[src/inc/rtx_pkg.sv]
// shared constants and types for the register transfer and ram exchange unit
package rtx_pkg;

  // instruction word
  localparam int unsigned INSTR_W = 10;
  localparam int unsigned IMM_LSB = 0;
  localparam int unsigned IMM_W = 4;
  localparam int unsigned XCHG_PFX_LSB = 4;
  localparam logic [5:0] XCHG_INC_PFX = 6'h2E;

  // single-word register transfer codes
  localparam logic [9:0] OPC_COPY_B_TO_ACC = 10'h01E;
  localparam logic [9:0] OPC_COPY_ACC_TO_B = 10'h00E;
  localparam logic [9:0] OPC_COPY_ROW_TO_ACC = 10'h01F;
  localparam logic [9:0] OPC_COPY_ACC_TO_ROW = 10'h00C;
  localparam logic [9:0] OPC_PACK_B_ACC_INTO_E = 10'h01A;
  localparam logic [9:0] OPC_UNPACK_E_TO_B_ACC = 10'h02A;
  localparam logic [9:0] OPC_COPY_ACC_TO_PORT_REG = 10'h029;
  localparam logic [9:0] OPC_COPY_PORT_REG_TO_ACC = 10'h051;
  localparam logic [9:0] OPC_COPY_FILE_PTR_TO_ACC = 10'h053;
  localparam logic [9:0] OPC_COPY_COL_TO_ACC = 10'h052;
  localparam logic [9:0] OPC_COPY_STACK_PTR_TO_ACC = 10'h050;

  // register widths and reset values
  localparam int unsigned NIB_W = 4;
  localparam int unsigned E_W = 8;
  localparam int unsigned PORT_W = 3;
  localparam int unsigned FILE_W = 2;
  localparam int unsigned SP_W = 3;
  localparam int unsigned DP_W = FILE_W + 2 * NIB_W;
  localparam logic [3:0] NIB_RST = 4'h0;
  localparam logic [7:0] E_RST = 8'h00;
  localparam logic [2:0] PORT_RST = 3'h0;
  localparam logic [3:0] ROW_ONE = 4'h1;
  localparam logic [3:0] ROW_WRAP = 4'h0;

  // wishbone register map, byte addresses
  localparam int unsigned WB_AW = 8;
  localparam logic [7:0] OFS_CTRL = 8'h00;
  localparam logic [7:0] OFS_STATUS = 8'h04;
  localparam logic [7:0] OFS_NIBS = 8'h08;
  localparam logic [7:0] OFS_EPORT = 8'h0C;
  localparam int unsigned CTRL_EXEC_EN_BIT = 0;
  localparam logic CTRL_EXEC_EN_RST = 1'b1;
  localparam int unsigned STAT_SKIP_BIT = 0;
  localparam int unsigned STAT_EXEC_BIT = 1;
  localparam int unsigned NIBS_ACC_LSB = 0;
  localparam int unsigned NIBS_B_LSB = 4;
  localparam int unsigned NIBS_COL_LSB = 8;
  localparam int unsigned NIBS_ROW_LSB = 12;
  localparam int unsigned EPORT_E_LSB = 0;
  localparam int unsigned EPORT_PORT_LSB = 8;

  typedef enum logic [3:0] {
    RTX_OP_NONE,
    RTX_OP_SWAP_ACC_MEM_INC_ROW,
    RTX_OP_COPY_B_TO_ACC,
    RTX_OP_COPY_ACC_TO_B,
    RTX_OP_COPY_ROW_TO_ACC,
    RTX_OP_COPY_ACC_TO_ROW,
    RTX_OP_PACK_B_ACC_INTO_E,
    RTX_OP_UNPACK_E_TO_B_ACC,
    RTX_OP_COPY_ACC_TO_PORT_REG,
    RTX_OP_COPY_PORT_REG_TO_ACC,
    RTX_OP_COPY_FILE_PTR_TO_ACC,
    RTX_OP_COPY_COL_TO_ACC,
    RTX_OP_COPY_STACK_PTR_TO_ACC
  } rtx_op_t;

  typedef struct packed {
    logic valid;
    logic [9:0] code;
  } rtx_instr_t;

  typedef struct packed {
    logic [9:0] addr;
    logic [3:0] wdata;
    logic we;
  } rtx_ram_req_t;

  typedef struct packed {
    logic [3:0] acc;
    logic [3:0] b;
    logic [3:0] col;
    logic [3:0] row;
    logic [7:0] e;
    logic [2:0] port_reg;
  } rtx_regs_t;

  typedef struct packed {
    logic cyc;
    logic stb;
    logic we;
    logic [3:0] sel;
    logic [7:0] adr;
    logic [31:0] dat;
  } rtx_wb_req_t;

endpackage

[src/rtx_exec.sv]
// decode and execute unit for register transfers and the incrementing ram exchange
// Behaviour
// - decode 101110jjjj as incrementing ram exchange
// - exchange accumulator with addressed ram nibble
// - column pointer becomes column xor immediate
// - row pointer increments, wrapping modulo sixteen
// - skip next instruction when row wraps
// - otherwise no skip, carry untouched
// - 0x01E copies b into accumulator
// - 0x00E copies accumulator into b
// - 0x01F copies row pointer into accumulator
// - 0x00C copies accumulator into row pointer
// - 0x01A packs b and accumulator into e
// - 0x029 copies accumulator low bits to port
// - 0x051 port register to accumulator, top cleared
// - 0x053 file pointer to accumulator, top cleared
// - 0x052 copies column pointer into accumulator
// - 0x050 stack pointer to accumulator, top cleared
// - 0x02A unpacks e into b and accumulator
//
// Implementation choices: the register offsets and register access over Wishbone.
`timescale 1ns/1ns
`default_nettype none

module rtx_exec
  import rtx_pkg::*;
(
  input wire logic ref_clk,
  input wire logic rst,
  input wire logic ce,
  input wire rtx_instr_t instr,
  input wire logic [1:0] file_ptr,
  input wire logic [2:0] stack_ptr,
  input wire logic [3:0] ram_rdata,
  output rtx_ram_req_t ram_req,
  output logic skip_req,
  output logic exec_done,
  output rtx_regs_t regs,
  input wire rtx_wb_req_t wb_req,
  output logic [31:0] wb_dat_o,
  output logic wb_ack_o
);

  // opcode decode for this instruction group
  function automatic rtx_op_t decode_op(input logic [9:0] code);
    rtx_op_t op;
    op = RTX_OP_NONE;
    if (code[INSTR_W-1:XCHG_PFX_LSB] == XCHG_INC_PFX) begin
      op = RTX_OP_SWAP_ACC_MEM_INC_ROW;
    end else begin
      unique case (code)
        OPC_COPY_B_TO_ACC: op = RTX_OP_COPY_B_TO_ACC;
        OPC_COPY_ACC_TO_B: op = RTX_OP_COPY_ACC_TO_B;
        OPC_COPY_ROW_TO_ACC: op = RTX_OP_COPY_ROW_TO_ACC;
        OPC_COPY_ACC_TO_ROW: op = RTX_OP_COPY_ACC_TO_ROW;
        OPC_PACK_B_ACC_INTO_E: op = RTX_OP_PACK_B_ACC_INTO_E;
        OPC_UNPACK_E_TO_B_ACC: op = RTX_OP_UNPACK_E_TO_B_ACC;
        OPC_COPY_ACC_TO_PORT_REG: op = RTX_OP_COPY_ACC_TO_PORT_REG;
        OPC_COPY_PORT_REG_TO_ACC: op = RTX_OP_COPY_PORT_REG_TO_ACC;
        OPC_COPY_FILE_PTR_TO_ACC: op = RTX_OP_COPY_FILE_PTR_TO_ACC;
        OPC_COPY_COL_TO_ACC: op = RTX_OP_COPY_COL_TO_ACC;
        OPC_COPY_STACK_PTR_TO_ACC: op = RTX_OP_COPY_STACK_PTR_TO_ACC;
        default: op = RTX_OP_NONE;
      endcase
    end
    return op;
  endfunction

  logic [3:0] acc_q;
  logic [3:0] acc_d;
  logic [3:0] b_q;
  logic [3:0] b_d;
  logic [3:0] col_q;
  logic [3:0] col_d;
  logic [3:0] row_q;
  logic [3:0] row_d;
  logic [7:0] e_q;
  logic [7:0] e_d;
  logic [2:0] port_q;
  logic [2:0] port_d;
  logic skip_q;
  logic skip_d;
  logic done_q;
  logic exec_en_q;
  logic stat_skip_q;
  logic stat_exec_q;
  logic ack_q;
  logic [31:0] rdat_q;
  logic [31:0] rdat_d;
  logic [3:0] imm;
  logic [3:0] row_inc;
  logic fire;
  logic wb_hit;
  logic wb_wr;
  logic wr_ctrl;
  logic wr_status;
  rtx_op_t op;

  assign imm = instr.code[IMM_LSB +: IMM_W];
  // row pointer plus one, four-bit wrap
  assign row_inc = row_q + ROW_ONE;
  // execution is gated by the software enable, on from reset; every decoded op finishes in this one cycle
  assign fire = ce && exec_en_q && instr.valid;
  assign op = fire ? decode_op(instr.code) : RTX_OP_NONE;

  // next-state selection for the working registers
  always_comb begin
    acc_d = acc_q;
    b_d = b_q;
    col_d = col_q;
    row_d = row_q;
    e_d = e_q;
    port_d = port_q;
    skip_d = 1'b0;
    unique case (op)
      RTX_OP_SWAP_ACC_MEM_INC_ROW: begin
        // accumulator takes the old ram nibble
        acc_d = ram_rdata;
        col_d = col_q ^ imm;
        row_d = row_inc;
        // no skip for a nonzero row
        skip_d = (row_inc == ROW_WRAP);
      end
      RTX_OP_COPY_B_TO_ACC: begin
        acc_d = b_q;
      end
      RTX_OP_COPY_ACC_TO_B: begin
        b_d = acc_q;
      end
      RTX_OP_COPY_ROW_TO_ACC: begin
        acc_d = row_q;
      end
      RTX_OP_COPY_ACC_TO_ROW: begin
        row_d = acc_q;
      end
      RTX_OP_PACK_B_ACC_INTO_E: begin
        e_d = {b_q, acc_q};
      end
      RTX_OP_UNPACK_E_TO_B_ACC: begin
        b_d = e_q[E_W-1:NIB_W];
        acc_d = e_q[NIB_W-1:0];
      end
      RTX_OP_COPY_ACC_TO_PORT_REG: begin
        port_d = acc_q[PORT_W-1:0];
      end
      RTX_OP_COPY_PORT_REG_TO_ACC: begin
        acc_d = {1'b0, port_q};
      end
      RTX_OP_COPY_FILE_PTR_TO_ACC: begin
        acc_d = {2'b00, file_ptr};
      end
      RTX_OP_COPY_COL_TO_ACC: begin
        acc_d = col_q;
      end
      RTX_OP_COPY_STACK_PTR_TO_ACC: begin
        acc_d = {1'b0, stack_ptr};
      end
      RTX_OP_NONE: begin
        skip_d = 1'b0;
      end
    endcase
  end

  always_ff @(posedge ref_clk or posedge rst) begin
    if (rst) begin
      acc_q <= NIB_RST;
    end else if (ce) begin
      acc_q <= acc_d;
    end
  end

  // b register
  always_ff @(posedge ref_clk or posedge rst) begin
    if (rst) begin
      b_q <= NIB_RST;
    end else if (ce) begin
      b_q <= b_d;
    end
  end

  // column pointer
  always_ff @(posedge ref_clk or posedge rst) begin
    if (rst) begin
      col_q <= NIB_RST;
    end else if (ce) begin
      col_q <= col_d;
    end
  end

  // row pointer
  always_ff @(posedge ref_clk or posedge rst) begin
    if (rst) begin
      row_q <= NIB_RST;
    end else if (ce) begin
      row_q <= row_d;
    end
  end

  // e register, both nibbles at once
  always_ff @(posedge ref_clk or posedge rst) begin
    if (rst) begin
      e_q <= E_RST;
    end else if (ce) begin
      e_q <= e_d;
    end
  end

  // three-bit port register
  always_ff @(posedge ref_clk or posedge rst) begin
    if (rst) begin
      port_q <= PORT_RST;
    end else if (ce) begin
      port_q <= port_d;
    end
  end

  // registered skip pulse after the executing edge
  always_ff @(posedge ref_clk or posedge rst) begin
    if (rst) begin
      skip_q <= 1'b0;
    end else if (ce) begin
      skip_q <= skip_d;
    end
  end

  // completion strobe, registered at the executing edge together with the registers
  always_ff @(posedge ref_clk or posedge rst) begin
    if (rst) begin
      done_q <= 1'b0;
    end else if (ce) begin
      done_q <= (op != RTX_OP_NONE);
    end
  end

  // memory side of the exchange writes the old accumulator
  assign ram_req.we = (op == RTX_OP_SWAP_ACC_MEM_INC_ROW);
  assign ram_req.wdata = acc_q;
  assign ram_req.addr = {file_ptr, col_q, row_q};

  assign skip_req = skip_q;
  assign exec_done = done_q;
  assign regs.acc = acc_q;
  assign regs.b = b_q;
  assign regs.col = col_q;
  assign regs.row = row_q;
  assign regs.e = e_q;
  assign regs.port_reg = port_q;

  // wishbone slave: one-cycle registered acknowledge
  assign wb_hit = wb_req.cyc && wb_req.stb && !ack_q;
  // writes land at the edge where the master samples ack
  assign wb_wr = wb_req.cyc && wb_req.stb && ack_q && wb_req.we && wb_req.sel[0];
  assign wr_ctrl = wb_wr && (wb_req.adr == OFS_CTRL);
  assign wr_status = wb_wr && (wb_req.adr == OFS_STATUS);

  always_ff @(posedge ref_clk or posedge rst) begin
    if (rst) begin
      ack_q <= 1'b0;
    end else if (ce) begin
      ack_q <= wb_hit;
    end
  end

  // control register: execution enable
  always_ff @(posedge ref_clk or posedge rst) begin
    if (rst) begin
      exec_en_q <= CTRL_EXEC_EN_RST;
    end else if (ce && wr_ctrl) begin
      exec_en_q <= wb_req.dat[CTRL_EXEC_EN_BIT];
    end
  end

  // sticky skip flag, write one to clear; a new event wins over the clear
  always_ff @(posedge ref_clk or posedge rst) begin
    if (rst) begin
      stat_skip_q <= 1'b0;
    end else if (ce) begin
      if (skip_d) begin
        stat_skip_q <= 1'b1;
      end else if (wr_status && wb_req.dat[STAT_SKIP_BIT]) begin
        stat_skip_q <= 1'b0;
      end
    end
  end

  // sticky executed flag, same clear and priority
  always_ff @(posedge ref_clk or posedge rst) begin
    if (rst) begin
      stat_exec_q <= 1'b0;
    end else if (ce) begin
      if (op != RTX_OP_NONE) begin
        stat_exec_q <= 1'b1;
      end else if (wr_status && wb_req.dat[STAT_EXEC_BIT]) begin
        stat_exec_q <= 1'b0;
      end
    end
  end

  // read data mux; unmapped addresses read zero
  always_comb begin
    rdat_d = 32'h0000_0000;
    unique case (wb_req.adr)
      OFS_CTRL: rdat_d[CTRL_EXEC_EN_BIT] = exec_en_q;
      OFS_STATUS: begin
        rdat_d[STAT_SKIP_BIT] = stat_skip_q;
        rdat_d[STAT_EXEC_BIT] = stat_exec_q;
      end
      OFS_NIBS: begin
        rdat_d[NIBS_ACC_LSB +: NIB_W] = acc_q;
        rdat_d[NIBS_B_LSB +: NIB_W] = b_q;
        rdat_d[NIBS_COL_LSB +: NIB_W] = col_q;
        rdat_d[NIBS_ROW_LSB +: NIB_W] = row_q;
      end
      OFS_EPORT: begin
        rdat_d[EPORT_E_LSB +: E_W] = e_q;
        rdat_d[EPORT_PORT_LSB +: PORT_W] = port_q;
      end
      default: rdat_d = 32'h0000_0000;
    endcase
  end

  always_ff @(posedge ref_clk or posedge rst) begin
    if (rst) begin
      rdat_q <= 32'h0000_0000;
    end else if (ce && wb_hit) begin
      rdat_q <= rdat_d;
    end
  end

  assign wb_dat_o = rdat_q;
  assign wb_ack_o = ack_q;

endmodule

`default_nettype wire

[config.mk]
export PLATFORM = sky130hd
export DESIGN_NAME = rtx_exec
export DESIGN_NICKNAME = d
export VERILOG_FILES = /design/src/inc/rtx_pkg.sv /design/src/rtx_exec.sv
export SDC_FILE = /design/constraint.sdc
export NUM_CORES = 1
export LEC_CHECK = 0
export ABC_AREA = 1
export ABC_CLOCK_PERIOD_IN_PS = 2400
export BUFFER_PORTS_ARGS = -buffer_cell sky130_fd_sc_hd__buf_2
export CORE_ASPECT_RATIO = 1.75
export CORE_MARGIN = 2
export CORE_UTILIZATION = 49
export CTS_BUF_LIST = sky130_fd_sc_hd__clkbuf_4
export CTS_CLUSTER_DIAMETER = 80
export DETAILED_ROUTE_END_ITERATION = 8
export PLACE_DENSITY = 0.89
export SYNTH_ARGS = -nofsm -noshare
export SYNTH_HDL_FRONTEND = slang
export SYNTH_SLANG_ARGS = --single-unit
[constraint.sdc]
create_clock -name ref_clk -period 2.4 [get_ports ref_clk]
set_clock_uncertainty 0.1 [all_clocks]
set_input_delay 0.24 -clock ref_clk [delete_from_list [all_inputs] [get_ports ref_clk]]
set_output_delay 0.24 -clock ref_clk [all_outputs]
set_load 0.02 [all_outputs]
==> flow_summary.ini, run 1 <==
[status]
status = finished, final reports clean

[timing]
timing.fmax_mhz = 442
relSlewSlack = 0.591
setup_viol = 0
min_period_over_period = 0.943
drv_slew = 0
min_period_ns = 2.26
rsz0062_at_grt = false
hold_violations = 0
finalWorstSetupSlack_ns = 0.137
worst_pin_slew_ns = 0.614
fin_tns_setup_ns = 0
hold_ws_ns = 0.0240

[finish]
post-route-util = 0.583
layout-drive-gt1-share = 0.273
nets = 616
stdcell_count = 627
stdcell_area_sq_um = 3780
final_cell_mix = 116 x nand2_1, 97 x buf_2, 57 x nor2_1
antenna-diode-count = 0
syn2layout_area_growth_pct = 16.3
final_common_cell = nand2_1

[floorplan]
rows = 39
io_pins = 147
start_util = 0.501
die_w_microns = 65.6
die_height_microns = 112
core_area_sq_um = 6490
fp.dieArea_sq_um = 7340

[placed_design]
io_buffers = 97
dp.cells = 618
detailed_place_hpwl_microns = 7120
place.gp.congestion = 0.917
dpl_cell_area_sq_um = 3690
dp_slack_ns = 0.120

[synthesis]
netlist_instances = 453
avgSynthCellArea_sq_um = 7.18
yosys.cell_types.count = 40
ys_seq_area_frac = 0.377
syn-cell-area_sq_um = 3250
synth_edf_count = 0
synth_seq_cells = 49
synthArstFlopShare = 1.00
ys_warn_count = 0
ys.flop_type = dfrtp_1

[pwr]
total_power_mw = 1.59
p_leak_nw = 2.06
irDropWorstVdd_mv = 0.200
power_density_nw_per_um2 = 421

[grt]
grt_pass1_vias = 3126
grt_usage = 0.251
grt.overflow.total = 0
grt_pass1_wl_microns = 14300
antenna_found_initial = 0
grt_start_max_net_pins = 50

[clock_network]
htreeDepth = 2
ctsRootBufferMaster = clkbuf_4
clock_sinks = 49
clk_latency_ns = 0.38
clk_pin_slew_ns = 0.13
postCtsSetupRepairBufs = 0
cts_tree = yes
numCtsBuffers = 5
clockBufferDepth = 2

[worst_setup_path]
worstPathRequired_ns = 2.06
r2r_cells = 12
worstPathMaxFanout = 7
crit_path_end_kind = primary output
r2r_end = acc_q[3]
r2r_setup_slack_ns = 0.32
cp-endpoint = ram_req[0]
r2r-start = exec_en_q
path_class = reg -> out
start_kind = flip-flop
worstSetupStartpoint = exec_en_q
worstPathArrival_ns = 1.92

[routing]
drt_iter0_drc = 221
viasPerCell = 5.24
ant_nets = 0
drt_first_pass_iters = 5
drc = 0
drt_wl_total_microns = 8770
dr_total_vias = 3283
routedWlPerCell_microns = 14.0

[job]
maxCapViolations = 0

[min_path]
hold_path.class = in -> reg
registers in the layout, indices dropped and copies added (netlist names):
signal / count
wb_dat_o: 16
e_q: 8
acc_q: 4
b_q: 4
col_q: 4
row_q: 4
port_q: 3
exec_done: 1
exec_en_q: 1
skip_req: 1
stat_exec_q: 1
stat_skip_q: 1
wb_ack_o: 1
timing repair:
item                                   CTS  global route
gates resized for setup                  0             0
hold buffers                             1             0
endpoints found under the hold margin   48             0
critical path, stage by stage (launching register included):
cell	delay (ns)
dfstp_2	0.57
nand3_1	0.13
buf_4	0.19
nor2_1	0.40
buf_2	0.26
metal layers:
| metal | GRT usage | wire [microns] | vias up |
|---|---|---|---|
| li1 | - | - | 1597 |
| met1 | 0.261 | 3140 | 1516 |
| met2 | 0.453 | 4670 | 135 |
| met3 | 0.0303 | 458 | 35 |
| met4 | 0.168 | 504 | 0 |
| met5 | 0 | 0 | - |
synthesized netlist by cell type, drive strengths merged (3+ instances only):
master  count  area, sq um
nand2     125          507
nor2       69          328
inv        54          203
dfrtp      48         1200
nand3      34          198
o21ai      33          165
buf        31          230
a31oi       9         56.3
nand4       9         62.6
a21oi       8         40.0
nor3        5         30.0
xor2        5         43.8
clkbuf      3         11.3
o22ai       3         18.8
report_power, final:
group,total (mW),internal [mW],switching [mW],leakage [nW]
registers,0.873,0.858,0.0154,0.609
logic,0.240,0.0775,0.163,1.41
clock network,0.479,0.216,0.263,0.0389
area by class of cell:
cell class / count / area, sq um
Clock inverter: 3 / 41.3
Multi-Input combinational cell: 329 / 1630
Fill cell: 645 / 2710
Tap cell: 82 / 103
Clock buffer: 5 / 37.5
Inverter: 56 / 211
Sequential cell: 49 / 1230
Timing Repair Buffer: 103 / 533
cell families after synthesis:
logic type               count (synthesis)  synth area share
AND/OR/NAND/NOR                        247             0.358
multiplexers                             1           0.00346
buffers and inverters                   90             0.139
XOR/XNOR                                 6            0.0161
flip-flops                              49             0.377
AO/OA/AOI/OAI                           57            0.0969
adder cells (fa/ha/maj)                  2           0.00769
other                                    1           0.00115
how the worst min path moves through the flow:
stage / to / start / cells past startpoint / slack [ns]
after floorplan: exec_en_q / wb_req[0] / 1 / 0.29
after global placement: wb_dat_o[1] / rst / 3 / 0.32
after detailed placement: wb_dat_o[12] / rst / 3 / 0.33
after CTS: exec_en_q / wb_req[0] / 2 / 0.02
after global routing: exec_en_q / wb_req[0] / 2 / 0.03
final: exec_en_q / wb_req[0] / 2 / 0.02
(Power assumes the default switching activity.)
==> run 2, diff against run 1 <==
--- a/config.mk
+++ b/config.mk
@@ -8,13 +8,12 @@
 export ABC_AREA = 1
 export ABC_CLOCK_PERIOD_IN_PS = 2400
 export BUFFER_PORTS_ARGS = -buffer_cell sky130_fd_sc_hd__buf_2
-export CORE_ASPECT_RATIO = 1.75
 export CORE_MARGIN = 2
 export CORE_UTILIZATION = 49
 export CTS_BUF_LIST = sky130_fd_sc_hd__clkbuf_4
 export CTS_CLUSTER_DIAMETER = 80
 export DETAILED_ROUTE_END_ITERATION = 8
-export PLACE_DENSITY = 0.89
+export PLACE_DENSITY = 0.83
 export SYNTH_ARGS = -nofsm -noshare
 export SYNTH_HDL_FRONTEND = slang
 export SYNTH_SLANG_ARGS = --single-unit
==> flow_summary.ini, run 2 (synthesis gave the netlist of run 1 again) <==
[clock_network]
clk_latency_ns = 0.37
numCtsBuffers = 5
cts_tree = yes
ctsRootBufferMaster = clkbuf_4
htreeDepth = 2
clock_sinks = 49
clockBufferDepth = 2
postCtsSetupRepairBufs = 0
clk_pin_slew_ns = 0.14

[routing]
dr_total_vias = 3214
drc = 0
ant_nets = 0
drt_wl_total_microns = 8470
drt_first_pass_iters = 4
viasPerCell = 5.17
routedWlPerCell_microns = 13.6
drt_iter0_drc = 260

[finish]
fillers = 588
register_area_sq_um = 1230
syn2layout_area_growth_pct = 16.6
largest_reg_flops = 16
nets = 616
layout-drive-gt1-share = 0.277
antenna-diode-count = 0
final_cell_mix = 116 x nand2_1, 97 x buf_2, 56 x nor2_1
final_common_cell = nand2_1
multi_input_area_sq_um = 1630

[timing]
setup_viol = 0
timing.fmax_mhz = 464
relSlewSlack = 0.646
hold_ws_ns = 0.0246
fin_tns_setup_ns = 0
drv_slew = 0
worst_pin_slew_ns = 0.531
min_period_ns = 2.15
min_period_over_period = 0.897
hold_violations = 0
finalWorstSetupSlack_ns = 0.247
rsz0062_at_grt = false

[pwr]
p_leak_nw = 2.07
switching_share = 0.280
p_int_mw = 1.16
p_clk_frac = 0.304
irDropWorstVdd_mv = 0.307
comb_power_share = 0.152
power_density_nw_per_um2 = 424
seq_power_share = 0.544
switchingPower_mw = 0.450

[placed_design]
place.gp.congestion = 0.933
detailed_place_hpwl_microns = 6750
dp_slack_ns = 0.245
io_buffers = 97

[floorplan]
core_area_sq_um = 6390
die_w_microns = 85.5
rows = 29
start_util = 0.510
fp.dieArea_sq_um = 7310
die_height_microns = 85.5
io_pins = 147

[worst_setup_path]
worstPathArrival_ns = 1.81
crit_path_end_kind = primary output
worstPathRequired_ns = 2.06
path_class = reg -> out
start_kind = flip-flop
worstPathMaxFanout = 7

[status]
status = finished, final reports clean

[job]
maxCapViolations = 0

[grt]
grt.overflow.total = 0
grt_start_max_net_pins = 26
grt_pass1_wl_microns = 14000
antenna_found_initial = 0
grt_pass1_vias = 3069
grt_usage = 0.240

[min_path]
hold_path.class = in -> reg
run 2: stage by stage:
| step | util | cells | power [mW] | area [sq um] |
|---|---|---|---|---|
| 2_1_floorplan | - | 468 | 1.06 | 3310 |
| 3_3_place_gp | 0.580 | 613 | 1.13 | 3700 |
| 3_5_place_dp | 0.580 | 613 | 1.13 | 3700 |
| 4_1_cts | 0.594 | 622 | 1.62 | 3790 |
| 5_1_grt | 0.594 | 622 | 1.68 | 3790 |
| 6_report | 0.594 | 622 | 1.61 | 3790 |
run 2: cell type report:
type	count	share of cell area
timing repair buffer	103	0.144
clock inverter	3	0.0115
sequential	49	0.323
tap	77	0.0254
clock buffer	5	0.00989
inverter	56	0.0557
multi-input combinational	329	0.430
run 2: power groups by stage:
| stage | clock, mW | combinational [mW] | sequential, mW |
|---|---|---|---|
| after floorplan | 0 | 0.127 | 0.932 |
| after global placement | 0 | 0.238 | 0.889 |
| after detailed placement | 0 | 0.244 | 0.891 |
| after CTS | 0.496 | 0.245 | 0.875 |
| after global routing | 0.535 | 0.268 | 0.880 |
| final | 0.489 | 0.245 | 0.875 |
run 2: routing by layer:
metal	global-route usage	vias to the layer above	share of wire
met5	0	-	0
met4	0.0707	0	0.017
met3	0.0433	13	0.067
met2	0.407	120	0.48
met1	0.315	1490	0.44
li1	-	1591	-
run 2: critical path: stages (launching register included):
cell,delay (ns)
dfstp_2,0.57
nand3_1,0.16
buf_4,0.21
nor2_2,0.27
buf_2,0.23
run 2: path summary, 6_finish.rpt:
kind	startpoint	endpoint	slack (ns)	cells past startpoint
setup / recovery	exec_en_q	ram_req[0]	0.25	4
hold / removal	wb_req[0]	exec_en_q	0.02	2
hold reg to reg	exec_done	exec_done	0.40	2
min in group asynchronous	rst	wb_dat_o[8]	0.33	3
max in group asynchronous	rst	col_q[0]	1.36	4
setup reg to reg	exec_en_q	acc_q[1]	0.28	12
run 2: repair_timing:
item	CTS	global route
setup endpoints to repair	0	1
gates resized for setup	0	1
hold endpoints to repair	23	0
hold buffers	1	0
==> run 3, diff against run 2 <==
--- a/config.mk
+++ b/config.mk
@@ -7,7 +7,7 @@
 export LEC_CHECK = 0
 export ABC_AREA = 1
 export ABC_CLOCK_PERIOD_IN_PS = 2400
-export BUFFER_PORTS_ARGS = -buffer_cell sky130_fd_sc_hd__buf_2
+export BUFFER_PORTS_ARGS = -buffer_cell sky130_fd_sc_hd__buf_4
 export CORE_MARGIN = 2
 export CORE_UTILIZATION = 49
 export CTS_BUF_LIST = sky130_fd_sc_hd__clkbuf_4
==> flow_summary.ini, run 3 (synthesis gave the netlist of run 1 again) <==
[status]
status = finished, final reports clean

[worst_setup_path]
cpLargestDelayFamily = simple AND/OR/NAND/NOR gates
cpPeakStageDelay_ns = 0.56
slowest_stage = dfstp_2
worstPathRequired_ns = 2.06
path_class = reg -> out
worstPathArrival_ns = 1.95
critPathBufInv = 2
crit_path_end_kind = primary output
crit_chain = nand3_1 -> buf_4 -> nor2_1 -> buf_4
crit_top_cell = buf_4
worstPathMaxFanout = 7
start_kind = flip-flop

[floorplan]
rows = 29
fp.dieArea_sq_um = 7310
io_pins = 147
core_area_sq_um = 6390
die_w_microns = 85.5
die_height_microns = 85.5
start_util = 0.510

[timing]
worst_pin_slew_ns = 0.540
timing.fmax_mhz = 436
min_period_ns = 2.29
rsz0062_at_grt = false
drv_slew = 0
hold_ws_ns = 0.0114
relSlewSlack = 0.639
setup_viol = 0
min_period_over_period = 0.955
fin_tns_setup_ns = 0
hold_violations = 0

[placed_design]
place.gp.congestion = 0.949
dpl_cell_area_sq_um = 3940
detailed_place_hpwl_microns = 6890
io_buffers = 97

[grt]
grt_start_max_net_pins = 26
grt_pass1_wl_microns = 14200
antenna_found_initial = 0
grt.overflow.total = 0
grt_usage = 0.243
grt_pass1_vias = 2988

[routing]
drc = 0
drt_first_pass_iters = 5
dr_total_vias = 3210
drt_iter0_drc = 332
routedWlPerCell_microns = 13.9
drt_wl_total_microns = 8650
viasPerCell = 5.16
ant_nets = 0

[pwr]
total_power_mw = 1.65
power_density_nw_per_um2 = 408
irDropWorstVdd_mv = 0.422
p_leak_nw = 2.14

[finish]
stdcell_area_sq_um = 4040
layout-drive-gt1-share = 0.275
antenna-diode-count = 0
nets = 616
final_common_cell = nand2_1
final_cell_mix = 116 x nand2_1, 101 x buf_4, 57 x nor2_1
largest_reg_flops = 16
post-route-util = 0.632
syn2layout_area_growth_pct = 24.0
fillers = 584

[clock_network]
cts_tree = yes
clk_pin_slew_ns = 0.14
postCtsSetupRepairBufs = 0
clk_latency_ns = 0.37
ctsRootBufferMaster = clkbuf_4
numCtsBuffers = 5
htreeDepth = 2
clock_sinks = 49
clockBufferDepth = 2

[job]
maxCapViolations = 0

[min_path]
hold_path.class = in -> reg
run 3: cell count changes in the layout (fill, tap and decap cells not counted):
cell	delta
buf_4	+97
nor2_1	+1
buf_2	-97
nor2_2	-1
run 3: repair_timing:
item                                    CTS  global route
endpoints found under the hold margin    23             0
gates resized for setup                   0             0
endpoints found under the setup margin    0             0
hold buffers                              1             0
run 3: routing by layer:
layer | up-vias | track usage | part of all wire
met5 | - | 0 | 0
met2 | 130 | 0.408 | 0.47
met1 | 1486 | 0.332 | 0.44
met3 | 7 | 0.0337 | 0.070
li1 | 1587 | - | -
met4 | 0 | 0.0649 | 0.013
run 3: final cells by class:
class | instances | area (sq um) | area share
sequential | 49 | 1230 | 0.304
clock buffer | 5 | 37.5 | 0.00930
clock inverter | 3 | 43.8 | 0.0109
tap | 77 | 96.3 | 0.0239
inverter | 56 | 211 | 0.0524
multi-input combinational | 329 | 1630 | 0.404
timing repair buffer | 103 | 788 | 0.195
run 3: metrics by stage:
step,setup slack [ns],instances
floorplan,0.475,468
global placement,0.259,613
detailed placement,0.182,613
CTS,0.121,622
global route,0.0348,622
finish,0.109,622
run 3: report_power, final:
part | switching [mW] | total [mW] | internal [mW] | leakage (nW)
sequential | 0.0184 | 0.876 | 0.858 | 0.609
clock | 0.269 | 0.490 | 0.221 | 0.0456
combinational | 0.165 | 0.280 | 0.115 | 1.48
run 3: final timing paths:
check	depth (start not counted)	from	endpoint	slack, ns
min in group asynchronous	3	rst	wb_dat_o[10]	0.34
hold / removal	2	wb_req[0]	exec_en_q	0.01
hold reg to reg	2	wb_dat_o[12]	wb_dat_o[12]	0.41
max in group asynchronous	4	rst	col_q[0]	1.35
setup reg to reg	7	exec_en_q	row_q[3]	0.28
setup / recovery	4	exec_en_q	ram_req[0]	0.11
run 3: worst reg2reg max path: stages, from the launching register on:
cell	delay, ns
dfstp_2	0.56
nand3_1	0.16
clkinv_2	0.21
nand3_1	0.21
nor3_2	0.29
inv_1	0.11
o21ai_0	0.23
o22ai_1	0.13
